<file path="src/ddr2_burst_pkg.sv">
/*
  Package for the DDR2 burst interface model: command codes, geometry,
  timing counts and the packed structs that carry command and data.
  Assumes a 25 MHz system clock that samples the memory clock pin.
*/
`default_nettype none
package ddr2_burst_pkg;
  // =====================================================
  // geometry
  localparam int DQ_W = 16;
  localparam int BYTE_W = 8;
  localparam int LANES = 2;
  localparam int ADDR_W = 13;
  localparam int BANK_W = 2;
  localparam int BANKS = 4;
  localparam int COL_W = 4;
  localparam int WORD_W = 4 * DQ_W;
  localparam int AP_BIT = 10;
  localparam int MEM_DEPTH = 64;
  localparam int MEM_AW = 6;
  localparam int ROW_KEEP = 2;
  // =====================================================
  // mode register fields (load mode writes register picked by bank lines)
  localparam int MR_BL_LSB = 0;
  localparam int MR_BT_BIT = 3;
  localparam logic [2:0] MR_BL4 = 3'h2;
  localparam logic [2:0] MR_BL8 = 3'h3;
  localparam logic [ADDR_W-1:0] MR_RESET = 13'h0003;
  localparam logic [1:0] MR_SEL_MODE = 2'h0;
  // =====================================================
  // timing
  localparam int CLK_NS = 40;
  localparam int PRE_NS = 80;
  localparam int PRE_CYC = (PRE_NS + CLK_NS - 1) / CLK_NS;
  localparam logic [3:0] READ_LAT = 4'h2;
  // =====================================================
  // commands as {cs_n, ras_n, cas_n, we_n}
  localparam logic [3:0] CMD_LMR = 4'h0;
  localparam logic [3:0] CMD_REF = 4'h1;
  localparam logic [3:0] CMD_PRE = 4'h2;
  localparam logic [3:0] CMD_ACT = 4'h3;
  localparam logic [3:0] CMD_WR = 4'h4;
  localparam logic [3:0] CMD_RD = 4'h5;
  localparam logic [3:0] CMD_NOP = 4'h7;

  typedef struct packed {
    logic cke;
    logic [3:0] code;
    logic [BANK_W-1:0] bank;
    logic [ADDR_W-1:0] addr;
  } cmd_pins_t;

  typedef struct packed {
    logic [DQ_W-1:0] dq;
    logic [LANES-1:0] dqs;
  } data_pins_t;
endpackage
`default_nettype wire

</file>
<file path="src/ddr2_burst_dev.sv">
/*
  DDR2 memory side: command decode on rising memory clock, bank/row
  state, bursts of 4 or 8 with strobes, auto precharge, self refresh
  and power-down flags. Memory clock and write strobes are pins,
  sampled by clk and edge detected; memory clock runs far slower.
*/
`timescale 1ns/1ps
`default_nettype none
// What this block does
// - a four-beat access moves one 4n core word as four half-clock pin transfers; an eight-beat access moves two.
// - memory drives strobes on reads; controller drives them on writes.
// - read strobe edges align with data; write strobes centre in data eye.
// - sixteen-bit bus uses separate strobes for low and high byte.
// - commands sampled on each rising edge of the true memory clock.
// - write data captured on both strobe edges; reads on both clock edges.
// - bursts start at addressed column and follow programmed ordering.
// - activate picks bank and row from bank and address lines.
// - read or write picks bank and starting column.
// - burst length programmable as four or eight.
// - any running burst, four- or eight-long, is cut by a new read or write to an open bank.
// - auto precharge closes the row itself after the burst ends.
// - banks run independently during another bank's burst.
// - self refresh keeps contents; power-down saves power separately.
// - precharge address bit 10 low means one bank, high means all.
// - bank lines pick bank, and mode register for load mode.
module ddr2_burst_dev (
  input wire logic clk, // system clock, 25 MHz
  input wire logic reset_n, // sync reset, active low
  input wire logic ce, // clock enable
  input wire logic ck_pin, // memory clock, true phase
  input wire ddr2_burst_pkg::cmd_pins_t cmd_pin, // command/address pins
  input wire ddr2_burst_pkg::data_pins_t data_in, // dq and strobes, input
  output ddr2_burst_pkg::data_pins_t data_out, // dq and strobes, output
  output logic [ddr2_burst_pkg::LANES-1:0] dqs_oe, // strobe drive, per byte
  output logic [ddr2_burst_pkg::DQ_W-1:0] dq_oe, // data drive
  output logic self_refresh, // self refresh state
  output logic power_down // power-down state
);
  localparam int DQ_W = ddr2_burst_pkg::DQ_W;
  localparam int BANKS = ddr2_burst_pkg::BANKS;
  localparam int AW = ddr2_burst_pkg::ADDR_W;
  localparam int BW = ddr2_burst_pkg::BANK_W;

  typedef enum {ST_IDLE, ST_RD_WAIT, ST_RD, ST_WR} bst_t;

  // =====================================================
  // pin sampling (memory clock and write strobes are asynchronous)
  logic ck_s;
  logic ck_prev_q;
  logic [ddr2_burst_pkg::LANES-1:0] dqs_s;
  logic [ddr2_burst_pkg::LANES-1:0] dqs_prev_q;
  ddr2_burst_pkg::cmd_pins_t cmd_s;
  logic [DQ_W-1:0] dq_s;

  ddr2_pin_sync #(.W(1 + $bits(cmd_pin) + DQ_W + ddr2_burst_pkg::LANES))
    u_sync (
    .clk(clk),
    .reset_n(reset_n),
    .ce(ce),
    .d({ck_pin, cmd_pin, data_in.dq, data_in.dqs}),
    .q({ck_s, cmd_s, dq_s, dqs_s})
  );

  always_ff @(posedge clk) begin
    if (!reset_n) begin
      ck_prev_q <= 1'b0;
      dqs_prev_q <= '0;
    end else if (ce) begin
      ck_prev_q <= ck_s;
      dqs_prev_q <= dqs_s;
    end
  end

  logic ck_rise;
  logic ck_edge;
  logic [ddr2_burst_pkg::LANES-1:0] dqs_edge;
  assign ck_rise = ck_s && !ck_prev_q;
  assign ck_edge = ck_s != ck_prev_q;
  assign dqs_edge = dqs_s ^ dqs_prev_q;

  // =====================================================
  // command decode
  function automatic logic is_cmd(input ddr2_burst_pkg::cmd_pins_t c,
                                  input logic [3:0] code);
    is_cmd = c.cke && (c.code == code);
  endfunction

  logic take; // one command per rising memory clock
  assign take = ce && ck_rise && !self_refresh;
  logic do_act, do_rd, do_wr, do_pre, do_lmr, do_ref;
  assign do_act = take && is_cmd(cmd_s, ddr2_burst_pkg::CMD_ACT);
  assign do_rd = take && is_cmd(cmd_s, ddr2_burst_pkg::CMD_RD);
  assign do_wr = take && is_cmd(cmd_s, ddr2_burst_pkg::CMD_WR);
  assign do_pre = take && is_cmd(cmd_s, ddr2_burst_pkg::CMD_PRE);
  assign do_lmr = take && is_cmd(cmd_s, ddr2_burst_pkg::CMD_LMR);
  assign do_ref = take && is_cmd(cmd_s, ddr2_burst_pkg::CMD_REF);

  // =====================================================
  // mode register
  logic [AW-1:0] mode_q;
  always_ff @(posedge clk) begin
    if (!reset_n) begin
      mode_q <= ddr2_burst_pkg::MR_RESET;
    end else if (do_lmr && cmd_s.bank == ddr2_burst_pkg::MR_SEL_MODE) begin
      mode_q <= cmd_s.addr;
    end
  end
  logic bl8;
  logic interleave;
  assign bl8 = mode_q[ddr2_burst_pkg::MR_BL_LSB +: 3] ==
               ddr2_burst_pkg::MR_BL8;
  assign interleave = mode_q[ddr2_burst_pkg::MR_BT_BIT];

  // =====================================================
  // power states; cke low with refresh code enters self refresh
  always_ff @(posedge clk) begin
    if (!reset_n) begin
      self_refresh <= 1'b0;
      power_down <= 1'b0;
    end else if (ce && ck_rise) begin
      self_refresh <= !cmd_s.cke && (self_refresh ||
                      cmd_s.code == ddr2_burst_pkg::CMD_REF);
      power_down <= !cmd_s.cke && !self_refresh &&
                    cmd_s.code != ddr2_burst_pkg::CMD_REF;
    end
  end

  // =====================================================
  // bank state, banks independent of each other
  logic [BANKS-1:0] open_q;
  logic [AW-1:0] row_q [BANKS];
  logic [BANKS-1:0] ap_pend_q;
  logic burst_end;
  logic [ddr2_burst_pkg::BANK_W-1:0] bank_q;
  logic ap_q;

  genvar b;
  generate
    for (b = 0; b < BANKS; b++) begin : g_bank
      logic hit;
      assign hit = cmd_s.bank == BW'(b);
      always_ff @(posedge clk) begin
        if (!reset_n) begin
          open_q[b] <= 1'b0;
          row_q[b] <= '0;
          ap_pend_q[b] <= 1'b0;
        end else begin
          if (do_act && hit) begin
            open_q[b] <= 1'b1;
            row_q[b] <= cmd_s.addr;
          end else if (do_pre && (hit || cmd_s.addr[ddr2_burst_pkg::AP_BIT])) begin
            open_q[b] <= 1'b0;
          end else if (burst_end && ap_pend_q[b]) begin
            open_q[b] <= 1'b0;
          end
          if ((do_rd || do_wr) && hit) begin
            ap_pend_q[b] <= cmd_s.addr[ddr2_burst_pkg::AP_BIT];
          end else if (burst_end) begin
            ap_pend_q[b] <= 1'b0;
          end
        end
      end
    end
  endgenerate

  // =====================================================
  // burst engine
  bst_t st_q;
  logic [2:0] beat_q;
  logic [2:0] col_q;
  logic [ddr2_burst_pkg::COL_W-1:0] base_q;
  logic [3:0] lat_q;
  logic is8_q;

  // accesses to a closed bank are ignored; controller tracks them
  logic rd_ok;
  logic wr_ok;
  assign rd_ok = do_rd && open_q[cmd_s.bank];
  assign wr_ok = do_wr && open_q[cmd_s.bank];

  // a new read or write to an open bank cuts any running burst
  logic last_beat;
  assign last_beat = beat_q == (is8_q ? 3'h7 : 3'h3);
  // write beats follow the strobe, so a clock edge must not end them early
  assign burst_end = ce && last_beat &&
                     ((st_q == ST_RD && ck_edge) ||
                      (st_q == ST_WR && dqs_edge[0]));

  always_ff @(posedge clk) begin
    if (!reset_n) begin
      st_q <= ST_IDLE;
      beat_q <= '0;
      base_q <= '0;
      bank_q <= '0;
      lat_q <= '0;
      is8_q <= 1'b0;
      ap_q <= 1'b0;
    end else if (ce) begin
      if (rd_ok || wr_ok) begin
        st_q <= rd_ok ? ST_RD_WAIT : ST_WR;
        beat_q <= '0;
        base_q <= cmd_s.addr[ddr2_burst_pkg::COL_W-1:0];
        bank_q <= cmd_s.bank;
        lat_q <= ddr2_burst_pkg::READ_LAT;
        is8_q <= bl8;
        ap_q <= cmd_s.addr[ddr2_burst_pkg::AP_BIT];
      end else begin
        unique case (st_q)
          ST_IDLE: begin
          end
          ST_RD_WAIT: begin
            if (ck_rise) begin
              lat_q <= lat_q - 4'h1;
              if (lat_q == 4'h1) begin
                st_q <= ST_RD;
              end
            end
          end
          ST_RD: begin
            if (ck_edge) begin // both clock edges
              beat_q <= beat_q + 3'h1;
              if (last_beat) begin
                st_q <= ST_IDLE;
              end
            end
          end
          ST_WR: begin
            if (dqs_edge[0]) begin // both strobe edges
              beat_q <= beat_q + 3'h1;
              if (last_beat) begin
                st_q <= ST_IDLE;
              end
            end
          end
        endcase
      end
    end
  end

  // burst order within the 4- or 8-block holding the start column
  always_comb begin
    logic [2:0] s;
    s = base_q[2:0];
    if (interleave) begin
      col_q = s ^ beat_q;
    end else begin
      col_q = s + beat_q;
    end
    if (!is8_q) begin
      col_q[2] = s[2];
    end
  end

  // =====================================================
  // storage: 4n core word split into four beats
  logic [DQ_W-1:0] mem_q [ddr2_burst_pkg::MEM_DEPTH];
  logic [ddr2_burst_pkg::MEM_AW-1:0] mem_a;
  assign mem_a = {bank_q, row_q[bank_q][0], col_q};

  logic wr_beat;
  assign wr_beat = ce && st_q == ST_WR && dqs_edge[0] &&
                   !(rd_ok || wr_ok);
  // per-byte strobe times its own lane
  always_ff @(posedge clk) begin
    if (ce && st_q == ST_WR && dqs_edge[0] && !(rd_ok || wr_ok)) begin
      mem_q[mem_a][7:0] <= dq_s[7:0];
    end
    if (ce && st_q == ST_WR && dqs_edge[1] && !(rd_ok || wr_ok)) begin
      mem_q[mem_a][15:8] <= dq_s[15:8];
    end
  end

  // =====================================================
  // read drive: strobe toggles with each data change
  logic [ddr2_burst_pkg::LANES-1:0] dqs_q;
  logic [DQ_W-1:0] dq_q;
  logic rd_drive_q;
  always_ff @(posedge clk) begin
    if (!reset_n) begin
      dqs_q <= '0;
      dq_q <= '0;
      rd_drive_q <= 1'b0;
    end else if (ce) begin
      rd_drive_q <= st_q == ST_RD;
      if (st_q == ST_RD && ck_edge) begin
        dq_q <= mem_q[mem_a];
        dqs_q <= ~dqs_q; // edge aligned, both lanes
      end else if (st_q != ST_RD) begin
        dqs_q <= '0;
      end
    end
  end

  assign data_out.dq = dq_q;
  assign data_out.dqs = dqs_q;
  assign dqs_oe = {ddr2_burst_pkg::LANES{rd_drive_q}};
  assign dq_oe = {DQ_W{rd_drive_q}};

  logic unused_ok;
  assign unused_ok = wr_beat | do_ref | ap_q | (^data_in.dqs);
endmodule
`default_nettype wire

</file>
<file path="src/ddr2_pin_sync.sv">
/*
  Three-flop synchroniser with agreement filter for pin inputs.
  Assumes clk is the system clock; input is asynchronous to it.
*/
`timescale 1ns/1ps
`default_nettype none
module ddr2_pin_sync #(
  parameter int W = 1
) (
  input wire logic clk, // system clock
  input wire logic reset_n, // sync reset, active low
  input wire logic ce, // clock enable
  input wire logic [W-1:0] d, // async input
  output logic [W-1:0] q // filtered level
);
  logic [W-1:0] s1_q;
  logic [W-1:0] s2_q;
  logic [W-1:0] s3_q;

  // =====================================================
  // stages; first flop feeds only the second
  always_ff @(posedge clk) begin
    if (!reset_n) begin
      s1_q <= '0;
      s2_q <= '0;
      s3_q <= '0;
    end else if (ce) begin
      s1_q <= d;
      s2_q <= s1_q;
      s3_q <= s2_q;
    end
  end

  // change counts only when second and third agree
  genvar i;
  generate
    for (i = 0; i < W; i++) begin : g_bit
      always_ff @(posedge clk) begin
        if (!reset_n) begin
          q[i] <= 1'b0;
        end else if (ce && (s2_q[i] == s3_q[i])) begin
          q[i] <= s3_q[i];
        end
      end
    end
  endgenerate
endmodule
`default_nettype wire
</file>
<file path="config.mk">
export PLATFORM = sky130hd
export DESIGN_NAME = ddr2_burst_dev
export DESIGN_NICKNAME = d
export VERILOG_FILES = /design/src/ddr2_burst_pkg.sv /design/src/ddr2_burst_dev.sv /design/src/ddr2_pin_sync.sv
export SDC_FILE = /design/constraint.sdc
export NUM_CORES = 1
export LEC_CHECK = 0
export BUFFER_PORTS_ARGS = -buffer_cell sky130_fd_sc_hd__buf_4
export CAP_MARGIN = 20
export CORE_MARGIN = 2
export CORE_UTILIZATION = 32
export DETAILED_ROUTE_END_ITERATION = 7
export GPL_TIMING_DRIVEN = 0
export MAX_ROUTING_LAYER = met4
export SETUP_SLACK_MARGIN = 0.05
export SLEW_MARGIN = 40
export SYNTH_ARGS = -nofsm -noshare
export SYNTH_HDL_FRONTEND = slang
export SYNTH_SLANG_ARGS = --single-unit
</file>
<file path="constraint.sdc">
create_clock -name clk -period 6.9 [get_ports clk]
set_clock_uncertainty 0.2 [all_clocks]
set_input_delay 0.69 -clock clk [delete_from_list [all_inputs] [get_ports clk]]
set_output_delay 0.69 -clock clk [all_outputs]
set_load 0.01 [all_outputs]
</file>
# --- After elaboration in Yosys (flattened, before gate mapping) ---
# Memories as Yosys holds them, arrays and structs flattened. A register that Yosys moved wholly into a read port is not among the register bits.
# Index checks and enable logic that the tools add are counted.
word_totals:
  ff_bits: 221
  ram_bits: 1076
  input_bits: 42
  out_inout_bits: 38
  wordCells: 317
  n_memories: 2
mem_list:
  columns: ["memory", "words", "word_bits", "rd", "rd_clocked_by_memory_dff", "write_ports", "line", "rtl"]
  rows:
  - ["mem_q", 64, 16, 1, 1, 1, "ddr2_burst_dev.sv:256", "logic [DQ_W-1:0] mem_q [ddr2_burst_pkg::MEM_DEPTH];"]
  - ["row_q", 4, 13, 1, 1, 4, "ddr2_burst_dev.sv:131", "logic [AW-1:0] row_q [BANKS];"]
classes:
  addsub: 3
  n_lt_le_gt_ge: 1
  eq_ne: 62
  muxes: 62
  bitwise_logic: 7
  n_reduce_logical: 117
op_table:
  columns: ["cell", "count"]
  rows:
  - ["$mux W32", 6]
  - ["$pmux W32 S3", 1]
  - ["$logic_and A1 B1 Y1", 83]
  - ["$eq A32 B2 Y1 const B", 2]
  - ["$eq A32 B3 Y1 const B", 2]
  - ["$mux W13", 4]
  - ["$eq A1 B1 Y1", 39]
  - ["$mux W1", 36]
  - ["$eq A32 B1 Y1 const B", 1]
  - ["$ne A32 B3 Y1 const B", 1]
  - ["$mux W3", 5]
  - ["$reduce_bool A3 Y1", 5]
  - ["$reduce_bool A2 Y1", 7]
  - ["$mux W4", 3]
  - ["$ne A3 B3 Y1 const B", 4]
  - ["$mux W2", 5]
  - ["$eq A4 B1 Y1 const B", 2]
  - ["$eq A4 B2 Y1 const B", 2]
  - ["$eq A4 B3 Y1 const B", 2]
  - ["$logic_or A1 B1 Y1", 8]
  - ["$pmux W3 S2", 1]
  - ["$reduce_and A2 Y1", 3]
  - ["$reduce_and A6 Y1", 1]
  - ["$logic_not A1 Y1", 5]
  - ["other kinds (20)", 24]

# --- Depth between registers and ports, before layout ---
depth:
  depth_word: 11
  mapped_depth: 12
  ltp_nobuf: 9

# --- Hierarchy ---
# A second synthesis with hierarchy kept.
hier_totals:
  cells_unflattened: 2829
  area_unflattened_um2: 48380.2
by_module_without_submodules:
  columns: ["mod", "n_inst", "cells_per_inst", "area_per_inst_um2", "seq_area_each_um2"]
  rows:
  - ["ddr2_burst_dev", 1, 2200, 42110.4, 31930.6]
  - ["ddr2_pin_sync", 1, 629, 6269.8, 3123.0]

# --- Worst setup path after synthesis ---
# Ideal clock, no wire load.
synth_path:
  path_type: "register to register"
  from: "register beat_q[0]"
  to: "memory mem_q[41][0], enable pin"
  setup_ns: 0.370
  arrival_ns: 2.616
  required_time_ns: 6.330
  slack_ns: 3.714
  stages_incl_launch_ff: 10
  path_buffers: 3
  period_less_slack_ns: 3.186
  cell_sequence: "dfxtp_1 -> ha_1 -> fa_1 -> mux2_4 -> buf_2 -> nor2_1 -> clkbuf_1 -> nand2_1 -> clkbuf_1 -> nor2_1"
synth_via:
  elab_chain_len: 3
  word_cells_on_any_way: 4
  cone_classes: "add/sub: 1; mux: 2; bitwise: 1"
synth_lines:
  columns: ["element", "line", "rtl"]
  rows:
  - ["start: declaration", "ddr2_burst_dev.sv:169", "logic [2:0] beat_q;"]
  - ["start signal: assignment", "ddr2_burst_dev.sv:221", "beat_q <= beat_q + 3'h1;"]
  - ["start signal: assignment", "ddr2_burst_dev.sv:229", "beat_q <= beat_q + 3'h1;"]
  - ["$add A3 B3 Y3", "ddr2_burst_dev.sv:247", "col_q = s + beat_q;"]
  - ["$mux W3 *", "ddr2_burst_dev.sv:244", "if (interleave) begin"]
  - ["$mux W1", "ddr2_burst_dev.sv:249", "if (!is8_q) begin"]
  - ["end: declaration", "ddr2_burst_dev.sv:256", null]
# Mark *: on every way between the ends. The rest lies on a longest branch, timed or not.

# --- Worst setup path in the final report ---
layout_path:
  from: "register beat_q[0]"
  to: "memory mem_q[55][12], enable pin"
# Same word-level chain as after synthesis.

==> flow_summary_export.csv <==
group,metric,value,unit
outcome,run_status,"finished, final reports clean",
grt,gr-usage-met3,4.93,%
min_path,hold_path.class,"in2reg",
clock_tree,post-cts-setup-buffers,0,
synthesis,ys_dominant_reg_cell,"sky130_fd_sc_hd__edfxtp_1",
final_layout,ratio_of_cells_with_drive_above_1_in_the_final_layout,23.9,%
floorplanning,core-area,0.146,mm2
timing,grt_setup_unrepaired,"no",
worst_setup_path,crit_arrival,5470,ps
place,dpl.hpwl,94000,um
worst_setup_path,timing.setup.critical_path_class,"reg2reg",
grt,globalRouteMet2Util,28.5,%
routing,routed_wire_length,141000,um
worst_setup_path,worstSetupStartpointType,"register",
clock_tree,cts.path.max_buffers,3,
clock_tree,worstSkewPairLatency,720,ps
synthesis,synth.yosys.warnings,0,
synthesis,post_synth_top_area_share,65.8,%
final_layout,nNetsFinal,2932,
clock_tree,cts.reportedPaths.clkPinSlew,60,ps
synthesis,ys_top_cells_by_area,"sky130_fd_sc_hd__edfxtp_1 66%, sky130_fd_sc_hd__mux4_2 11%, sky130_fd_sc_hd__dfxtp_1 7.6%",
synthesis,synth.cell_area,0.0469,mm2
synthesis,synthDominantAreaCellType,"sky130_fd_sc_hd__edfxtp_1",
timing,holdWs,53.2,ps
place,routabilityCongestion,0.958,
synthesis,syn-mean-instance-area,17.5,um2
routing,vias_per_cell,5.48,
synthesis,mappedNetlistNets,2725,
floorplanning,io-pin-count,80,
pwr,total_power_consumption,14.3,mW
floorplanning,initial_core_util,32.2,%
timing,min_period,5340,ps
timing,max_slew.worst_pin.slew,975,ps
pwr,irDropWorstVdd,0.200,mV
routing,drc,0,
timing,headroom_to_the_max_slew_limit,34.8,%
synthesis,count_of_distinct_cell_types_in_the_synthesized_netlist,61,
routing,initialDrtViolationCount,3946,
clock_tree,cts_root_buf,"sky130_fd_sc_hd__clkbuf_16",
grt,grt_pass1_vias,25717,
routing,drtAntennaViolNets,0,
final_layout,area_growth,15.6,%
worst_setup_path,reg2regPathDepth,9,
timing,timing.final.setup_violations,0,
place,port_bufs,70,
place,dp.cells,4679,
worst_setup_path,r2r_slack,1560,ps
job,maxCapViolations,0,
synthesis,synth.ff_latch_count,1205,
routing,drt_pass1_iterations,8,
timing,fmax,0.187,GHz
min_path,holdCritStartpoint,"data_in[2]",
place,placed_area,0.0503,mm2
floorplanning,vertical_extent_of_the_die,387,um
clock_tree,tritoncts,"yes",
pwr,static-leakage-power,20.1,nW
routing,detailroute.via_count,26823,
pwr,powerDensity,263,mW/mm2
worst_setup_path,cp_data_required_time,7030,ps
min_path,timing.hold.worst_endpoint,"u_sync.s1_q[2]",
floorplanning,die_outline_width,387,um
timing,drv_slew,0,
final_layout,post-route-cell-area,0.0542,mm2
final_layout,layout.filler_cells,13338,
synthesis,synth-seq-area-share,73.4,%
final_layout,fin_cells,4899,
grt,groute.layer.met1.usage,25.2,%
clock_tree,htree_num_levels,3,
clock_tree,cts.sink_count,1205,
clock_tree,cts_buffers,119,
timing,fin_tns_setup,0,ps
clock_tree,cts.repair.resized,0,
floorplanning,die_area,0.150,mm2
grt,antenna_found_initial,3,
worst_setup_path,crit-reg2reg-launch,"beat_q[0]",
clock_tree,postCtsHoldBufs,0,
grt,grt_start_max_net_pins,57,
floorplanning,row_count,140,
timing,finalCritPeriodShare,77.4,%
timing,finalHoldViolCount,0,
grt,gr-max-usage-layer,"met2",
grt,first_pass_grt_wire_length,197000,um
min_path,hold_path_depth,3,
routing,post_drt_wl_per_cell,28.8,um
worst_setup_path,end_kind,"register",
synthesis,netlist_instances,2676,
worst_setup_path,capture_point_of_the_worst_reg_to_reg_path,"mem_q[55][12]",
synthesis,synth_edf_count,1028,
grt,total_routing_resource_utilization_after_global_routing,19.0,%
grt,grt-ovfl-total,0,
synthesis,ys_async_sr_fraction,0,%
worst_setup_path,timing.critical_path.fanout_max,10,
[worst max-delay path, stage by stage, from the launching register on]
cell,delay [ps]
sky130_fd_sc_hd__dfxtp_1,340
sky130_fd_sc_hd__ha_1,480
sky130_fd_sc_hd__inv_2,130
sky130_fd_sc_hd__buf_2,370
sky130_fd_sc_hd__buf_4,370
sky130_fd_sc_hd__nor2_1,740
sky130_fd_sc_hd__buf_2,440
sky130_fd_sc_hd__nand2_1,580
sky130_fd_sc_hd__buf_2,560
sky130_fd_sc_hd__nor2_1,730
[cells in the final DEF (no fill, tap or decap), types with 10 or more instances in the layout]
cell,synthesis,final
sky130_fd_sc_hd__nor2_2,0,77
sky130_fd_sc_hd__buf_12,0,16
sky130_fd_sc_hd__clkbuf_16,0,119
sky130_fd_sc_hd__buf_2,77,79
sky130_fd_sc_hd__o21ai_0,70,70
sky130_fd_sc_hd__a21o_1,32,32
sky130_fd_sc_hd__nand4_1,25,25
sky130_fd_sc_hd__edfxtp_1,1028,1028
sky130_fd_sc_hd__buf_1,14,12
sky130_fd_sc_hd__a221o_1,10,10
sky130_fd_sc_hd__mux2i_1,109,109
sky130_fd_sc_hd__buf_4,21,91
sky130_fd_sc_hd__a21oi_1,77,77
sky130_fd_sc_hd__nor2_1,172,95
sky130_fd_sc_hd__clkinv_1,0,30
sky130_fd_sc_hd__clkbuf_2,0,13
sky130_fd_sc_hd__a22oi_1,74,74
sky130_fd_sc_hd__clkinv_2,0,22
sky130_fd_sc_hd__nand2_1,183,183
sky130_fd_sc_hd__nor2b_1,110,110
sky130_fd_sc_hd__clkbuf_1,56,67
sky130_fd_sc_hd__mux4_2,226,226
sky130_fd_sc_hd__nand3_1,31,31
sky130_fd_sc_hd__dfxtp_1,177,161
sky130_fd_sc_hd__a21boi_0,40,40
sky130_fd_sc_hd__a221oi_1,32,32
sky130_fd_sc_hd__dfxtp_4,0,16
sky130_fd_sc_hd__bufinv_16,0,11
[area by class of cell]
class | count | area [um2] | share of cell area [%]
Clock buffer | 143 | 3070 | 5.66
Multi-Input combinational cell | 1291 | 11800 | 21.8
Timing Repair Buffer | 86 | 846 | 1.56
Sequential cell | 1205 | 34500 | 63.6
Tap cell | 1917 | 2400 | 4.42
Inverter | 7 | 26.3 | 0.0485
Buffer | 173 | 881 | 1.62
Antenna cell | 1 | 2.50 | 0.00462
Clock inverter | 76 | 691 | 1.27
[cells by family after synthesis]
| logic type | count (synthesis) | synth area share (%) |
|---|---|---|
| AO/OA/AOI/OAI | 376 | 5.42 |
| XOR/XNOR | 10 | 0.219 |
| adder cells (fa/ha/maj) | 7 | 0.203 |
| buffers and inverters | 180 | 1.89 |
| flip-flops | 1205 | 73.4 |
| multiplexers | 339 | 13.3 |
| AND/OR/NAND/NOR | 559 | 5.58 |
[routing by layer]
layer	share of wire, %	wire (um)	vias to the layer above
li1	-	-	10997
met1	40	56100	13909
met2	45	63800	1638
met3	11	16100	279
met4	3.6	5090	0
met5	0	0	-
[registers in the layout, summed over array words and instances, names as in the netlist, 3 cells and up, named ones only]
name and count:
lat_q 4, open_q 4, u_sync.q 31, ap_pend_q 4, base_q 3, u_sync.s3_q 31
mem_q 1024, mode_q 4, u_sync.s1_q 31, u_sync.s2_q 31, row_q 4, beat_q 3
dq_q 16
[synth_stat cells, drive strengths merged (3+ instances only)]
cell type / n
a211o: 3
a211oi: 5
a21boi: 40
a21o: 32
a21oi: 77
a221o: 10
a221oi: 34
a22o: 5
a22oi: 74
a31o: 3
a31oi: 3
and3: 5
buf: 117
clkbuf: 56
dfxtp: 177
edfxtp: 1028
ha: 6
inv: 7
mux2i: 111
mux4: 226
nand2: 183
nand2b: 5
nand3: 31
nand4: 25
nor2: 172
nor2b: 111
nor3: 9
nor3b: 3
nor4: 4
o211ai: 4
o21a: 5
o21ai: 76
o2bb2ai: 3
xnor2: 6
xor2: 4
[worst max path at each step]
stage,from,endpoint,slack (ps),cells past startpoint
finish,beat_q[0],mem_q[55][12],1560,9
detailed placement,beat_q[0],mem_q[39][11],1680,9
floorplan,beat_q[0],mem_q[41][0],3710,9
global placement,beat_q[0],mem_q[20][6],1610,8
CTS,beat_q[0],mem_q[31][11],1660,9
global route,beat_q[0],mem_q[23][12],1580,9
[power breakdown]
part | total, mW | switching [mW] | internal, mW
Clock | 6.33 | 2.76 | 3.57
Combinational | 0.136 | 0.0776 | 0.0587
Sequential | 7.82 | 0.0160 | 7.80
[stage by stage]
stage | utilization, % | setup WS, ps
after global routing | 37.2 | 1580
after detailed placement | 34.6 | 1680
after CTS | 37.2 | 1660
final | 37.2 | 1560
after global placement | 34.2 | 1610
after floorplan | - | 3710
Note: power is estimated with default switching activity, not from simulation.
